### src/design/srl_pkg.sv
/*
 * srl_pkg: constants and carrier types for the status read link service
 * responder.
 * assumes: payload words arrive big-endian, first word is the command word.
 */
package srl_pkg;

    // ****************************************************************
    // command and reply words
    // ****************************************************************
    localparam logic [31:0] CMD_XCHG_STAT = 32'h0800_0000;
    localparam logic [31:0] CMD_SEQ_STAT = 32'h0900_0000;
    localparam logic [31:0] CMD_TOV_READ = 32'h0E00_0000;
    localparam logic [31:0] CMD_LINK_ERR = 32'h0F00_0000;
    localparam logic [31:0] CMD_ACCEPT = 32'h0200_0000;
    localparam logic [31:0] CMD_REJECT = 32'h0100_0000;
    // reason word for a reject: unable to perform command request
    localparam logic [31:0] RJT_UNABLE = 32'h0009_0000;

    // ****************************************************************
    // payload layout (word 1 and word 2 of a request)
    // ****************************************************************
    localparam int SEQ_ID_MSB = 31;
    localparam int SEQ_ID_LSB = 24;
    localparam int SID_MSB = 23;
    localparam int OXID_MSB = 31;
    localparam int OXID_LSB = 16;
    localparam int RXID_MSB = 15;

    // ****************************************************************
    // sizes of fixed reply blocks, in 32-bit words
    // ****************************************************************
    localparam int LESB_WORDS = 6;   // 24-byte link error status block
    localparam int ASSOC_WORDS = 8;  // 32-byte association header
    localparam int TOV_WORDS = 2;
    // timeout unit: one count is this many milliseconds
    localparam int TOV_UNIT_MS = 1;

    typedef enum logic [2:0] {
        SRL_K_NONE,
        SRL_K_XCHG,
        SRL_K_SEQ,
        SRL_K_TOV,
        SRL_K_LERR
    } srl_kind_t;

    // one word of a payload stream
    typedef struct packed {
        logic [31:0] data;
        logic last;
    } srl_word_t;

    // status lookup request to the local state store
    typedef struct packed {
        srl_kind_t kind;
        logic [7:0] seq_id;
        logic [23:0] orig_sid;
        logic [15:0] xid;      // rx_id as responder, ox_id as originator
    } srl_lookup_t;

endpackage : srl_pkg

### src/design/srl_responder.sv
/*
 * srl_responder: decodes read-type link service requests and streams
 * the accept or reject payload.
 * assumes: the state store answers a lookup with a hit flag and then
 * streams its status block words on demand; payload input is one word
 * per valid cycle; the reply sink may stall with reply_ready.
 */
// Summary of operation
// - exchange status request: 08000000, sid, ox_id, rx_id, opt header.
// - responder locates status by rx_id, originator by ox_id.
// - inconsistent seq_id, sid, ox_id or rx_id: reject, unable to perform; lookup carries seq_id, sid and rx_id (responder) or ox_id (originator).
// - exchange accept: 02000000, exchange block, optional assoc header.
// - link error request: 0F000000, reserved byte, port identifier.
// - fabric port without link error block rejects, unable to perform.
// - link error accept is 02000000 then a 24-byte status block.
// - sequence request is 09000000, seq_id, sid, ox_id, rx_id.
// - sequence accept is 02000000 then the sequence status block.
// - timeout request is command 0E000000 alone.
// - timeout accept: 02000000, allocation timeout, error detect timeout.
// - timeouts are counts of one millisecond.
// - every supported request gets exactly one accept or one reject.
`timescale 1ns/1ps

module srl_responder #(
    parameter int BLK_MAX = 16  // longest variable status block, words
) (
    input wire logic sys_clk,
    input wire logic reset_n,
    // request payload stream
    input wire logic req_valid,
    input wire srl_pkg::srl_word_t req_word,
    output logic req_ready,
    // unrecognised command handed on
    output logic pass_valid,
    output srl_pkg::srl_word_t pass_word,
    input wire logic pass_ready,
    // local port configuration
    input wire logic is_responder,
    input wire logic is_fabric,
    input wire logic has_lesb,
    input wire logic assoc_needed,
    input wire logic [31:0] ra_tov_ms,
    input wire logic [31:0] ed_tov_ms,
    // status store lookup
    output logic look_valid,
    output srl_pkg::srl_lookup_t look_req,
    input wire logic look_done,
    input wire logic look_hit,
    input wire logic [7:0] look_len,
    input wire logic [31:0] blk_word,
    output logic blk_next,
    input wire logic [31:0] assoc_word,
    // reply payload stream
    output logic reply_valid,
    output srl_pkg::srl_word_t reply_word,
    input wire logic reply_ready
);

    typedef enum {
        ST_CMD, ST_W1, ST_W2, ST_DRAIN, ST_PASS, ST_LOOK,
        ST_HDR, ST_BODY, ST_ASSOC, ST_RJT
    } srl_state_t;

    // ****************************************************************
    // state
    // ****************************************************************
    srl_state_t state_r, state_nxt;
    srl_pkg::srl_kind_t kind_r;
    logic [31:0] w1_r, w2_r;
    logic [7:0] cnt_r, len_r;
    logic [31:0] out_r;
    logic out_last_r;

    // decode of the command word
    wire logic [31:0] cmd = req_word.data;
    wire logic is_xchg = (cmd == srl_pkg::CMD_XCHG_STAT);
    wire logic is_seq = (cmd == srl_pkg::CMD_SEQ_STAT);
    wire logic is_tov = (cmd == srl_pkg::CMD_TOV_READ);
    wire logic is_lerr = (cmd == srl_pkg::CMD_LINK_ERR);
    wire logic known = is_xchg | is_seq | is_tov | is_lerr;
    // kind of the request now arriving; the timeout read leaves the
    // command state straight for the reply, before kind_r is loaded
    wire srl_pkg::srl_kind_t kind_dec = is_xchg ? srl_pkg::SRL_K_XCHG :
        is_seq ? srl_pkg::SRL_K_SEQ :
        is_tov ? srl_pkg::SRL_K_TOV :
        is_lerr ? srl_pkg::SRL_K_LERR : srl_pkg::SRL_K_NONE;
    wire srl_pkg::srl_kind_t kind_now =
        (state_r == ST_CMD) ? kind_dec : kind_r;
    wire logic in_fire = req_valid & req_ready;
    wire logic out_fire = reply_valid & reply_ready;

    // status lookup key: which exchange id is used depends on our role
    assign look_req.kind = kind_r;
    assign look_req.seq_id = w1_r[srl_pkg::SEQ_ID_MSB:srl_pkg::SEQ_ID_LSB];
    assign look_req.orig_sid = w1_r[srl_pkg::SID_MSB:0];
    assign look_req.xid = is_responder ?
        w2_r[srl_pkg::RXID_MSB:0] :
        w2_r[srl_pkg::OXID_MSB:srl_pkg::OXID_LSB];
    assign look_valid = (state_r == ST_LOOK);

    // the store checks sid/ids consistency; a miss means inconsistent
    wire logic look_bad = look_done & ~look_hit;
    // fabric port without a link error block must refuse
    wire logic lerr_bad = is_fabric & ~has_lesb;
    wire logic lerr_rjt = (kind_r == srl_pkg::SRL_K_LERR) & lerr_bad;

    // handshakes: input taken while parsing or passing through
    // an unknown command word is itself forwarded, so it waits for
    // the pass sink just like the rest of that payload
    wire logic pass_now = (state_r == ST_PASS) |
        ((state_r == ST_CMD) & ~known);
    assign req_ready = ((state_r == ST_CMD) & known) | (state_r == ST_W1) |
        (state_r == ST_W2) | (state_r == ST_DRAIN) |
        (pass_now & pass_ready);
    assign pass_valid = pass_now & req_valid;
    assign pass_word = req_word;
    assign reply_valid = (state_r == ST_HDR) | (state_r == ST_BODY) |
        (state_r == ST_ASSOC) | (state_r == ST_RJT);
    assign reply_word.data = out_r;
    assign reply_word.last = out_last_r;

    // body length for each reply kind, in words after the accept word
    wire logic [7:0] body_len =
        (kind_now == srl_pkg::SRL_K_LERR) ? 8'(srl_pkg::LESB_WORDS) :
        (kind_now == srl_pkg::SRL_K_TOV) ? 8'(srl_pkg::TOV_WORDS) :
        (look_len > 8'(BLK_MAX)) ? 8'(BLK_MAX) : look_len;
    wire logic add_assoc = (kind_now == srl_pkg::SRL_K_XCHG) & assoc_needed;
    wire logic body_end = (cnt_r == len_r - 8'd1);

    // word loaded next into the reply register: the first one is taken
    // from the accept state, the rest from the body; timeouts pass
    // straight through since both sides count in whole milliseconds
    wire logic [31:0] body_word = (kind_r == srl_pkg::SRL_K_TOV) ?
        ((state_r == ST_HDR) ? ra_tov_ms : ed_tov_ms) :
        blk_word;

    // ****************************************************************
    // next state
    // ****************************************************************
    always_comb begin
        state_nxt = state_r;
        case (state_r)
            ST_CMD: begin
                if (in_fire) begin
                    if (!known) begin
                        state_nxt = req_word.last ? ST_CMD : ST_PASS;
                    end else if (is_tov) begin
                        state_nxt = req_word.last ? ST_HDR : ST_DRAIN;
                    end else if (req_word.last) begin
                        state_nxt = ST_RJT;  // too short to parse
                    end else begin
                        state_nxt = ST_W1;
                    end
                end
            end
            ST_W1: begin
                if (in_fire) begin
                    if (kind_r == srl_pkg::SRL_K_LERR && req_word.last) begin
                        // refuse before any accept word is shown
                        state_nxt = lerr_rjt ? ST_RJT : ST_HDR;
                    end else if (kind_r == srl_pkg::SRL_K_LERR) begin
                        state_nxt = ST_DRAIN;
                    end else if (req_word.last) begin
                        state_nxt = ST_RJT;
                    end else begin
                        state_nxt = ST_W2;
                    end
                end
            end
            ST_W2: begin
                if (in_fire) begin
                    state_nxt = req_word.last ? ST_LOOK : ST_DRAIN;
                end
            end
            // swallow trailing words such as the association header
            ST_DRAIN: begin
                if (in_fire && req_word.last) begin
                    if (kind_r == srl_pkg::SRL_K_XCHG ||
                        kind_r == srl_pkg::SRL_K_SEQ) begin
                        state_nxt = ST_LOOK;
                    end else begin
                        state_nxt = lerr_rjt ? ST_RJT : ST_HDR;
                    end
                end
            end
            ST_PASS: begin
                if (in_fire && req_word.last) begin
                    state_nxt = ST_CMD;
                end
            end
            ST_LOOK: begin
                if (look_bad) begin
                    state_nxt = ST_RJT;
                end else if (look_done) begin
                    state_nxt = ST_HDR;
                end
            end
            ST_HDR: begin
                if (out_fire) begin
                    state_nxt = (len_r == 8'd0) ?
                        (add_assoc ? ST_ASSOC : ST_CMD) : ST_BODY;
                end
            end
            ST_BODY: begin
                if (out_fire && body_end) begin
                    state_nxt = add_assoc ? ST_ASSOC : ST_CMD;
                end
            end
            ST_ASSOC: begin
                if (out_fire &&
                    cnt_r == 8'(srl_pkg::ASSOC_WORDS - 1)) begin
                    state_nxt = ST_CMD;
                end
            end
            ST_RJT: begin
                if (out_fire && out_last_r) begin
                    state_nxt = ST_CMD;
                end
            end
            default: state_nxt = ST_CMD;
        endcase
    end

    // ****************************************************************
    // reply word and counter; one reply per request, never two
    // ****************************************************************
    wire logic enter_hdr = (state_nxt == ST_HDR) & (state_r != ST_HDR);
    wire logic enter_rjt = (state_nxt == ST_RJT) & (state_r != ST_RJT);
    wire logic enter_asc = (state_nxt == ST_ASSOC) & (state_r != ST_ASSOC);
    wire logic enter_body = (state_nxt == ST_BODY) & (state_r == ST_HDR);
    // the store steps on as each block word is copied into the reply
    // register, so every word is read once and in order
    assign blk_next = (enter_body |
        ((state_r == ST_BODY) & out_fire & ~body_end)) &
        ((kind_r == srl_pkg::SRL_K_XCHG) | (kind_r == srl_pkg::SRL_K_SEQ) |
         (kind_r == srl_pkg::SRL_K_LERR));
    logic [31:0] out_nxt;
    logic out_last_nxt;

    always_comb begin
        out_nxt = out_r;
        out_last_nxt = out_last_r;
        if (enter_rjt) begin
            out_nxt = srl_pkg::CMD_REJECT;
            out_last_nxt = 1'b0;
        end else if (enter_hdr) begin
            out_nxt = srl_pkg::CMD_ACCEPT;
            out_last_nxt = (body_len == 8'd0) & ~add_assoc;
        end else if (state_r == ST_RJT && out_fire) begin
            out_nxt = srl_pkg::RJT_UNABLE;
            out_last_nxt = 1'b1;
        // the association header is entered on the last body fire, so it must win
        // over the body branch or a stray block word would be sent
        end else if (enter_asc || (state_r == ST_ASSOC && out_fire)) begin
            out_nxt = assoc_word;
            out_last_nxt = enter_asc ? 1'b0 :
                (cnt_r == 8'(srl_pkg::ASSOC_WORDS - 2));
        end else if (enter_body || (state_r == ST_BODY && out_fire)) begin
            out_nxt = body_word;
            out_last_nxt = (enter_body ? (len_r == 8'd1) :
                (cnt_r == len_r - 8'd2)) & ~add_assoc;
        end
    end

    // ****************************************************************
    // registers
    // ****************************************************************
    always_ff @(posedge sys_clk) begin
        if (!reset_n) begin
            state_r <= ST_CMD;
            kind_r <= srl_pkg::SRL_K_NONE;
            w1_r <= 32'h0000_0000;
            w2_r <= 32'h0000_0000;
            out_r <= 32'h0000_0000;
            out_last_r <= 1'b0;
            len_r <= 8'h00;
        end else begin
            state_r <= state_nxt;
            out_r <= out_nxt;
            out_last_r <= out_last_nxt;
            if (state_r == ST_CMD && in_fire) begin
                kind_r <= kind_dec;
            end
            if (state_r == ST_W1 && in_fire) begin
                w1_r <= req_word.data;
            end
            if (state_r == ST_W2 && in_fire) begin
                w2_r <= req_word.data;
            end
            if (enter_hdr) begin
                len_r <= body_len;
            end
        end
    end

    // word counter restarts on the body and association sections of the reply
    always_ff @(posedge sys_clk) begin
        if (!reset_n) begin
            cnt_r <= 8'h00;
        end else if (enter_body || enter_asc) begin
            cnt_r <= 8'h00;
        end else if (out_fire) begin
            cnt_r <= cnt_r + 8'd1;
        end
    end

endmodule : srl_responder

### config.mk
export PLATFORM = sky130hd
export DESIGN_NAME = srl_responder
export DESIGN_NICKNAME = d
export VERILOG_FILES = /design/src/design/srl_pkg.sv /design/src/design/srl_responder.sv
export SDC_FILE = /design/constraint.sdc
export NUM_CORES = 1
export LEC_CHECK = 0
export ABC_CLOCK_PERIOD_IN_PS = 3500
export BUFFER_PORTS_ARGS = -buffer_cell sky130_fd_sc_hd__buf_2
export CORE_UTILIZATION = 50
export DETAILED_ROUTE_END_ITERATION = 12
export PLACE_DENSITY = 0.8
export SETUP_SLACK_MARGIN = 0.02
export SYNTH_ARGS = -nofsm -noshare
export SYNTH_HDL_FRONTEND = slang
export SYNTH_SLANG_ARGS = --single-unit
### constraint.sdc
create_clock -name sys_clk -period 3.5 [get_ports sys_clk]
set_input_delay 0.7 -clock sys_clk [delete_from_list [all_inputs] [get_ports sys_clk]]
set_output_delay 0.7 -clock sys_clk [all_outputs]
set_load 0.01 [all_outputs]
After elaboration in Yosys (flattened, before gate mapping)
Index checks and enable logic that the tools add are counted.
{"block": "op_classes", "muxes": 47, "reduce_logical": 27, "magnitude_cmp": 1, "n_addsub": 3, "bitwise": 39, "eq_ne": 41}
{"cell": "$mux W32", "count": 16}
{"cell": "$pmux W32 S10", "count": 1}
{"cell": "$eq A32 B4 Y1 const B", "count": 8}
{"cell": "$eq A32 B3 Y1 const B", "count": 6}
{"cell": "$eq A32 B28 Y1 const B", "count": 4}
{"cell": "$eq A32 B5 Y1 const B", "count": 4}
{"cell": "$eq A32 B2 Y1 const B", "count": 3}
{"cell": "$logic_not A32 Y1", "count": 2}
{"cell": "$ne A32 B5 Y1 const B", "count": 2}
{"cell": "$mux W26", "count": 2}
{"cell": "$mux W4", "count": 9}
{"cell": "$eq A32 B1 Y1 const B", "count": 1}
{"cell": "$ne A32 B4 Y1 const B", "count": 1}
{"cell": "$mux W25", "count": 1}
{"cell": "$mux W3", "count": 8}
{"cell": "$mux W8", "count": 3}
{"cell": "$and A1 B1 Y1", "count": 19}
{"cell": "$eq A8 B3 Y1 const B", "count": 2}
{"cell": "$eq A8 B8 Y1", "count": 2}
{"cell": "$logic_not A8 Y1", "count": 2}
{"cell": "$mux W16", "count": 1}
{"cell": "$or A1 B1 Y1", "count": 14}
{"cell": "$logic_and A1 B1 Y1", "count": 11}
{"cell": "$eq A3 B2 Y1 const B", "count": 3}
{"cell": "17 further kinds", "count": 33}
{"block": "word_totals", "regBits": 148, "word_cells": 169, "input_bits": 180, "output_inout_bits": 122}

Depth between registers and ports, before layout
Gate-level depths: netlist of run 1.
{"block": "depth", "depth_word": 21, "ltp_mapped": 11, "mapped_depth_nobuf": 10}

Worst setup path before layout of run 1
OpenSTA, ideal clock, no wires.
{"block": "synth_path", "path_kind": "input port to flip-flop", "startpoint": "input port req_valid", "endpoint": "register len_r[5]", "path_stages": 10, "n_path_buf": 2, "slack_ns": 0.392, "arrival_time_ns": 2.992, "setup_ns": 0.115, "required_ns": 3.385, "path_cell_list": "clkbuf_1 clkinv_1 o41ai_1 a31oi_1 a32o_1 nor4_1 a32oi_2 or3_1 buf_2 and3_1"}
{"block": "synth_via", "elab_chain_len": 6, "elab_cells_between_ends": 10, "cone_classes": "eq/ne (1); mux (6); bitwise (2); reduce/logical (1)"}
{"element": "start: declaration", "line": "srl_responder.sv:30", "source": "input wire logic req_valid,"}
{"element": "$and A1 B1 Y1 (*)", "line": "srl_responder.sv:89", "source": "wire logic in_fire = req_valid & req_ready;"}
{"element": "$logic_and A1 B1 Y1", "line": "srl_responder.sv:177, srl_responder.sv:187"}
{"element": "$mux W32 (on tied branches)", "line": "srl_responder.sv:187, srl_responder.sv:177"}
{"element": "$pmux W32 S10 (*)", "line": "srl_responder.sv:142", "source": "case (state_r)"}
{"element": "$eq A32 B4 Y1 (*)", "line": "srl_responder.sv:227", "source": "wire logic enter_hdr = (state_nxt == ST_HDR) & (state_r != ST_HDR);"}
{"element": "$and A1 B1 Y1 (*)", "line": "srl_responder.sv:227"}
{"element": "end signal: assignment", "line": "srl_responder.sv:291", "source": "len_r <= body_len;"}
{"element": "end: declaration", "line": "srl_responder.sv:70", "source": "logic [7:0] cnt_r, len_r;"}
Every way passes the cells marked *; elsewhere a longest branch is shown, timed or not.
A chain may end at the register's enable or synchronous reset.

Final worst setup path of run 1
{"block": "layout_path", "startpoint": "register state_r[9]", "endpoint": "output port pass_valid"}
{"block": "layout_via", "elab_chain_len": 4, "elab_cells_between_ends": 5, "cone_classes": "eq/ne (1); bitwise (3); reduce/logical (1)"}
{"element": "start: declaration", "line": "srl_responder.sv:67", "source": "srl_state_t state_r, state_nxt;"}
{"element": "start signal: assignment", "line": "srl_responder.sv:278", "source": "state_r <= state_nxt;"}
{"element": "$logic_not A32 Y1", "line": "srl_responder.sv:111", "source": "((state_r == ST_CMD) & ~known);"}
{"element": "$and A1 B1 Y1", "line": "srl_responder.sv:111"}
{"element": "$or A1 B1 Y1 (*)", "line": "srl_responder.sv:110", "source": "wire logic pass_now = (state_r == ST_PASS) |"}
{"element": "$and A1 B1 Y1 (*)", "line": "srl_responder.sv:115", "source": "assign pass_valid = pass_now & req_valid;"}
{"element": "end: declaration", "line": "srl_responder.sv:34", "source": "output logic pass_valid,"}
Marked as above.

==> results, run 1 <==
- The flow ran to the end, and the final reports show no timing, DRC or antenna violations.
- The maximum single-stage delay on the critical path is 640 ps.
- The maximum number of pins on one net before global-route repair is 72.
- The number of antenna violations at the first check in global routing is 2.
- After technology mapping, the gate count stands at 1121.
- After layout, the design draws a total of 0.003894 W.
- Buffers placed on the I/O ports in this run total 301.
- In the final routed layout, each cell accounts on average for 18.13 µm.
- The initial utilization of the core area, before any placement, comes to 51.89%.
- The die is 131.3 µm tall.
- The flop-to-flop setup slack is 220 ps.
- Data on the critical path is required at its endpoint by 2800 ps.
- The post-place setup slack is 51.78 ps.
- The first detailed-routing pass took 7 iterations.
- The final layout contains 1600 nets.
- The final count of hold timing violations is 0.
- The number of CTS-inserted buffers is 17.
- The slowest stage of the critical path is the or4_1 cell.
- The minimum setup slack in the final design is 127.5 ps.
- Counting flops with a built-in enable in the synthesized netlist gives 0.
- After synthesis, the netlist uses 71 different library cells.
- The proportion of register bits with asynchronous set or reset after synthesis is 0%.
- The measured slew at the worst slew-check pin is 806.8 ps.
- In this run the cell area of the synthesized design comes to 8363 µm².
- Walking the worst path, the cells encountered are or4_1 -> nor3_1 -> buf_4 -> nand3_1 -> buf_4 -> nor4_1 -> buf_2.
- After clock tree synthesis, the clock-pin slew on the worst setup and hold paths is 60 ps.
- The total number of placement rows is 46.
- Global routing used 56.53% of the available met2 tracks.
- For hold timing, the worst endpoint is w2_r[8].
- The endpoint identified for the worst register-to-register timing path is out_r[22].
- The worst setup path is of the reg -> out kind.
- The worst hold margin is 447.9 ps.
- The worst pin sits at a relative slew slack of 46.21%.
- The count of max-cap constraint violations is 0.
- The latest clock arrival within the worst-skew pair is 430 ps.
- The placer's final routability congestion estimate is 0.9743.
- The antenna violation net count after detailed routing is 0.
- The layer flagged by global routing as most heavily used is met2.
- TritonCTS built the clock tree.
- The sequential share of the synthesized area is 35.43%.
- The signed area change from the synthesized netlist to the final layout is 28.80%.
- The area enclosed by the die boundary is 17250 µm².
- Global routing finished with a remaining overflow of 0.
- The count of non-filler cells in the finished layout is 1642.
- The cell depth of the worst hold path is 2.
- The leading register cell type out of synthesis is dfxtp_1.
- The first global-routing pass estimated 46.41 mm of wire.
- The clock sink count is 148.
- The ratio of total power to cell area is 361.5 nW/µm².
- The final routed wirelength across all metal layers is 29.77 mm.
- The number of warnings printed during yosys synthesis is 0.
- The number of cell instances on the worst register-to-register path is 9.
- The post-route setup TNS is 0 ps.
- The standby leakage power is 4.639 nW.
- Among the stages of the critical path, the cell type that occurs most often is buf_4.
- The via count of the first global-routing pass is 8694.
- The level count of the clock H-tree is 4.
- The post-DP HPWL is 22.66 mm.
- The placed cell count is 1611.
- In this run the count of I/O pins placed on the die edge is 302.
- Global routing used 8.140% of the available met3 tracks.
- The worst ir drop on vdd is 0.4135 mV.
- CTS placed an instance of clkbuf_16 at the clock tree root.
- Of the cells placed in the final design, the portion with a size suffix greater than 1 is 29.96%.
- The startpoint identified for the worst register-to-register timing path is state_r[9].
- For this block, the initial DRC count from the detailed router was 898.
- Global routing used 34.00% of the available tracks across all layers.
- The post-CTS repair timing setup buffer count is 0.
- The upper clock frequency limit is 0.2965 GHz.
- In the routed layout, each cell is associated on average with a via count of 5.736.
- In this run, synthesis produced a sequential element count of 148.
- The critical path endpoint category is an output pin.
- The count of final max-slew check failures is 0.
- The longest clock path from root to sink contains 2 buffers.
- Setup repair after global routing left no endpoint under its margin.
- The type of the most critical hold path is reg -> reg.
- The data arrival at the endpoint of the critical path is 2670 ps.
- Across the routed clock network, the largest skew measured is 11.38 ps.
- STA classifies the critical path startpoint as a flop.
- The number of DRC violations after detailed routing is 0.
- The period utilization is 96.36%.
- The final setup violation count is 0.
- The mean area per synthesized cell is 7.460 µm².
- The met1 track demand over resource is 42.72%.
- The clock period minus final worst setup slack is 3372 ps.
- The core region is 16120 µm².
- The startpoint identified for the worst hold timing path is w2_r[8].
- The highest fanout seen on the critical path is 6.
- The final route contains 9418 vias.
- The die width is 131.3 µm.
-- cell families after synthesis --
kind of cell | after synthesis | synth area share, %
AND/OR/NAND/NOR | 532 | 30.07
AO/OA/AOI/OAI | 257 | 20.21
flip-flops | 148 | 35.43
buffers and inverters | 128 | 7.585
multiplexers | 26 | 3.351
XOR/XNOR | 23 | 2.409
adder cells (fa/ha/maj) | 6 | 0.8976
other | 1 | 0.04484
-- synthesized netlist by cell type, drive strengths merged, types with 8 or more instances --
cell	number	area share (%)
buf	45	3.9
nor3b	9	0.81
xnor2	8	0.84
a21oi	139	8.3
inv	14	0.63
mux2i	10	1.2
nand2	263	12
nor3	48	3.0
xor2	15	1.6
o21ai	15	0.90
nor2b	8	0.60
and3	11	0.82
clkbuf	68	3.1
a311o	30	3.6
or3	10	0.75
nor2	64	2.9
a31oi	10	0.75
a211oi	10	0.90
dfxtp	148	35
nand3	26	1.6
and2	8	0.60
nand4	13	0.97
nand2b	8	0.60
mux2	16	2.2
nor4	32	2.5
-- placed cells by master (no fill, tap or decap), types with 11 or more instances in the layout --
cell	n
nand3_1	26
a311o_1	30
a21oi_1	139
nand4_1	13
inv_1	13
o21ai_0	12
and3_1	11
nor2_1	64
clkbuf_16	17
conb_1	28
dfxtp_1	148
xor2_1	15
nor4_1	30
nor3_1	47
buf_4	56
nand2_1	263
mux2_2	16
buf_2	301
-- layout make-up --
cell class | instances | area, µm²
timing repair buffer | 360 | 1987
clock buffer | 18 | 429.2
inverter | 15 | 56.30
clock inverter | 12 | 180.2
multi-input combinational | 872 | 4883
fill | 1415 | 5344
antenna | 1 | 2.502
tap | 216 | 270.3
sequential | 148 | 2963
-- stage by stage --
step	util (%)	area (µm²)
global route	66.82	10770
floorplan	-	8464
detailed placement	63.01	10150
global placement	63.01	10150
finish	66.84	10770
CTS	66.80	10770
-- sequential cells by signal (all words and copies together) (netlist names) --
signal and cells:
out_last_r 1, cnt_r 8, w1_r 32, out_r 32, state_r 32, w2_r 32, len_r 8, kind_r 3
-- per-layer routing --
layer,up-vias,share of wire [%]
met5,-,0.027
met4,2,2.9
met3,65,8.6
met2,463,47
met1,4367,41
li1,4521,-
-- critical path: cells and delay by family (launching register included) --
| kind | cells | cell delay (ps) |
|---|---|---|
| buffers and inverters | 3 | 590 |
| DFF | 1 | 310 |
| and+or+nand+nor | 4 | 1350 |
-- worst max path at each step --
stage	startpoint	end	slack, ps	cells after the start
CTS	state_r[13]	blk_next	70	8
floorplan	req_valid	len_r[5]	390	10
detailed placement	req_word[13]	out_r[8]	50	11
global placement	req_word[13]	len_r[5]	60	11
global route	len_r[1]	out_r[19]	50	10
finish	state_r[9]	pass_valid	130	7
-- what timing repair did --
action                     CTS  global route
resized for setup            2             2
cloned                       0             0
pin swaps                    0             1
hold buffers                 0             0
setup endpoints to repair    1             7
-- power by group --
part / total, W / leakage (nW) / switching (W) / internal (W)
registers: 0.00171 / 1.20 / 0.00000542 / 0.00170
logic: 0.000264 / 3.14 / 0.000148 / 0.000116
clock network: 0.00192 / 0.293 / 0.000735 / 0.00119
total: 0.00389 / 4.64 / 0.000888 / 0.00301
No activity file was read; power rests on OpenSTA's default activity.
==> run 2: changes to the inputs <==
--- a/config.mk
+++ b/config.mk
@@ -7,10 +7,10 @@
 export LEC_CHECK = 0
 export ABC_CLOCK_PERIOD_IN_PS = 3500
 export BUFFER_PORTS_ARGS = -buffer_cell sky130_fd_sc_hd__buf_2
-export CORE_UTILIZATION = 50
+export CORE_UTILIZATION = 51
 export DETAILED_ROUTE_END_ITERATION = 12
-export PLACE_DENSITY = 0.8
-export SETUP_SLACK_MARGIN = 0.02
+export MAX_ROUTING_LAYER = met4
+export PLACE_DENSITY = 0.82
 export SYNTH_ARGS = -nofsm -noshare
 export SYNTH_HDL_FRONTEND = slang
 export SYNTH_SLANG_ARGS = --single-unit
==> results, run 2 (same netlist as run 1, synthesis figures left out) <==
- The data arrival at the endpoint of the critical path is 2690 ps (was 2670 ps).
- Result of the run: completed (unchanged).
- The number of filler instances in the final layout is 1418 (was 1415).
- The latest clock arrival within the worst-skew pair is 430 ps (about the same).
- The period utilization was 96.80% (was 96.36%).
- The final routed wirelength across all metal layers is 30.11 mm (was 29.77 mm).
- The number of DRC violations after detailed routing is 0 (unchanged).
- The highest metal layer with signal wires was met4 (was met5).
- The number of placed I/O pins is 302 (unchanged).
- The share of post-route cells with drive strength above 1 is 30.40% (was 29.96%).
- The standby leakage power came to 4.661 nW (was 4.639 nW).
- The critical path buffer and inverter count came to 1 (was 3).
- The die width is 130.1 µm (was 131.3 µm).
- The count of max-cap constraint violations was 0 (unchanged).
- The sequential share of power came to 45.2% (was 43.8%).
- The final count of hold timing violations is 0 (unchanged).
- The placed cell count is 1614 (was 1611).
- The footprint of the flip-flops and latches was 2963 µm² (unchanged).
- The highest fanout seen on the critical path came to 12 (was 6).
- The total net switching power is 0.0008880 W (was 0.0008883 W).
- The sum of routed wire segments on met1 is 12.01 mm (was 12.32 mm).
- The total number of placement rows came to 46 (unchanged).
- The placer's final routability congestion estimate is 0.9996 (was 0.9743).
- The count of buffers inserted at the top-level ports came to 301 (unchanged).
- The total global-route track usage is 35.80% (was 34.00%).
- The detailed-routed wire length on met3 is 2.934 mm (was 2.553 mm).
- The master cell of the clock root buffer is clkbuf_16 (unchanged).
- The final setup violation count is 0 (unchanged).
- The startpoint-to-endpoint class of the critical path is reg -> out (unchanged).
- The count of final max-slew check failures is 0 (unchanged).
- The first-pass iteration count of the detailed router is 6 (was 7).
- The via count of the first global-routing pass was 8524 (was 8694).
- The maximum number of pins on one net before global-route repair was 58 (was 72).
- The clock-pin slew of the registers on the worst-case setup and hold paths was 60 ps (about the same).
- The number of nets in the layout is 1605 (was 1600).
- The clock period minus final worst setup slack is 3388 ps (was 3372 ps).
- The summed area of non-filler cells in the final layout was 10800 µm² (was 10770 µm²).
- The leftover overflow at the end of global routing is 0 (unchanged).
- The type of origin of the critical path is a flop (unchanged).
- The area inside the core boundary is 15940 µm² (was 16120 µm²).
- The number of antenna violations at the first check in global routing came to 1 (was 2).
- The antenna violation net count after detailed routing is 0 (unchanged).
- The starting density of the core is 52.46% (was 51.89%).
- The ratio of total power to cell area is 350.0 nW/µm² (was 361.5 nW/µm²).
- The cell with the biggest individual delay on the critical path is dfxtp_1 (was or4_1).
- Most frequent cells in the layout: buf_2, nand2_1, dfxtp_1 (unchanged).
- The number of vias per cell is 5.829 (was 5.736).
- The post-route setup TNS is 0 ps (unchanged).
- The clock skew after layout is 13.53 ps (was 11.38 ps).
- The most common cell after layout, fill and taps aside is buf_2 (unchanged).
- Cell-by-cell listing of the critical path: and3b_1 -> o2111ai_1 -> or3_1 -> o21ai_0 -> o211a_1 -> buf_2 (was or4_1 -> nor3_1 -> buf_4 -> nand3_1 -> buf_4 -> nor4_1 -> buf_2).
- The routed wire length per instance is 18.27 µm (was 18.13 µm).
- The critical path endpoint category was an output pin (unchanged).
- The internal power component came to 0.002890 W (was 0.003006 W).
- The area of the multi-input gates is 4915 µm² (was 4883 µm²).
- The level count of the clock H-tree is 4 (unchanged).
- The number of CTS-inserted buffers is 17 (unchanged).
- The combinational share of power came to 7.1% (was 6.8%).
- The number of design-rule violations left by the first detailed-router iteration is 981 (was 898).
- The share of power burned in the clock network is 47.7% (was 49.4%).
- The clock sink count is 148 (unchanged).
- The endpoint required time on the critical path came to 2800 ps (about the same).
- The count of non-filler cells in the finished layout was 1648 (was 1642).
- The upper clock frequency limit is 0.2952 GHz (was 0.2965 GHz).
- The die boundary height was 130.1 µm (was 131.3 µm).
- The worst ir drop on vdd came to 0.3363 mV (was 0.4135 mV).
- The worst-case clock buffer depth is 2 (unchanged).
- The utilization after layout is 67.71% (was 66.84%).
- The signed area change from the synthesized netlist to the final layout is 29.08% (was 28.80%).
- The first-pass GRT wire length is 45.05 mm (was 46.41 mm).
- The post-detailed-placement cell area is 10160 µm² (was 10150 µm²).
- The TritonCTS clock tree is yes (unchanged).
- The measured slew at the worst slew-check pin was 625.3 ps (was 806.8 ps).
- The area enclosed by the die boundary is 16910 µm² (was 17250 µm²).
- The switching share of total power was 23.51% (was 22.81%).
- The family with the most delay on the worst path is compound AO/OA/AOI/OAI gates (was simple AND/OR/NAND/NOR gates).
- The relative slew slack is 57.24% (was 46.21%).
- The post-DP HPWL is 22.95 mm (was 22.66 mm).
- The total number of vias is 9606 (was 9418).
- The maximum single-stage delay on the critical path was 660 ps (was 640 ps).
- The detailed-routed wire length on met2 is 14.39 mm (was 14.02 mm).
- Unrepaired setup endpoints after global routing: false (unchanged).
- The type of the most critical hold path is reg -> reg (unchanged).
[run 2: cell types whose count changed in the layout (fill, tap and decap cells not counted), sizes merged]
cell | before | now
buf | 360 | 365
bufinv | 4 | 2
clkbuf | 18 | 21
[run 2: worst paths after layout]
check,depth (start not counted),start,end,slack (ps)
worst max-delay path,6,state_r[1],blk_next,110
worst min-delay path,2,w1_r[22],w1_r[22],450
worst max register to register,12,len_r[1],out_r[19],200
worst min register to register,2,w1_r[22],w1_r[22],450
[run 2: worst register-to-register path, delay by kind of cell, from the launching register on]
kind | cells | cell delay [ps]
and+or+nand+nor | 1 | 160
AOI/OAI and AO/OA | 6 | 1800
DFF | 1 | 350
xor gates and xnor gates | 1 | 140
buffers and inverters | 3 | 510
adders and majority gates | 1 | 260
[run 2: what timing repair did]
action	4_1_cts	5_1_grt
buffers inserted	0	2
resized for setup	1	8
setup endpoints to repair	4	35
hold buffers	0	0
pin swaps	0	1
gates cloned	0	0
[run 2: metal layers]
metal / global-route usage (%) / up-vias
li1: - / 4521
met1: 44.38 / 4487
met2: 56.88 / 529
met3: 7.544 / 69
met4: 13.82 / 0
met5: - / -
[run 2: cell type report]
cell class                      instances  share of cell area [%]
Clock buffer                           21                   4.172
Tap cell                              216                   2.503
Antenna cell                            1                 0.02318
Sequential cell                       148                   27.45
Timing Repair Buffer                  365                   18.64
Multi-Input combinational cell        872                   45.53
Clock inverter                         10                   1.171
Inverter                               15                  0.5216
[run 2: power by group through the flow]
stage	combinational (W)	sequential, W	clock [W]
2_1_floorplan	0.000118	0.00174	0
3_3_place_gp	0.000260	0.00174	0
3_5_place_dp	0.000261	0.00174	0
4_1_cts	0.000262	0.00171	0.00182
5_1_grt	0.000289	0.00171	0.00189
6_report	0.000270	0.00171	0.00180
[run 2: per-stage QoR]
step	total power [W]	hold WS, ps	setup WS [ps]
after detailed placement	0.002006	441.3	-18.57
final	0.003778	446.3	111.9
after CTS	0.003786	449.6	42.85
after global placement	0.002004	434.2	62.30
after global routing	0.003883	466.3	3.904
after floorplan	0.001861	428.4	392.3
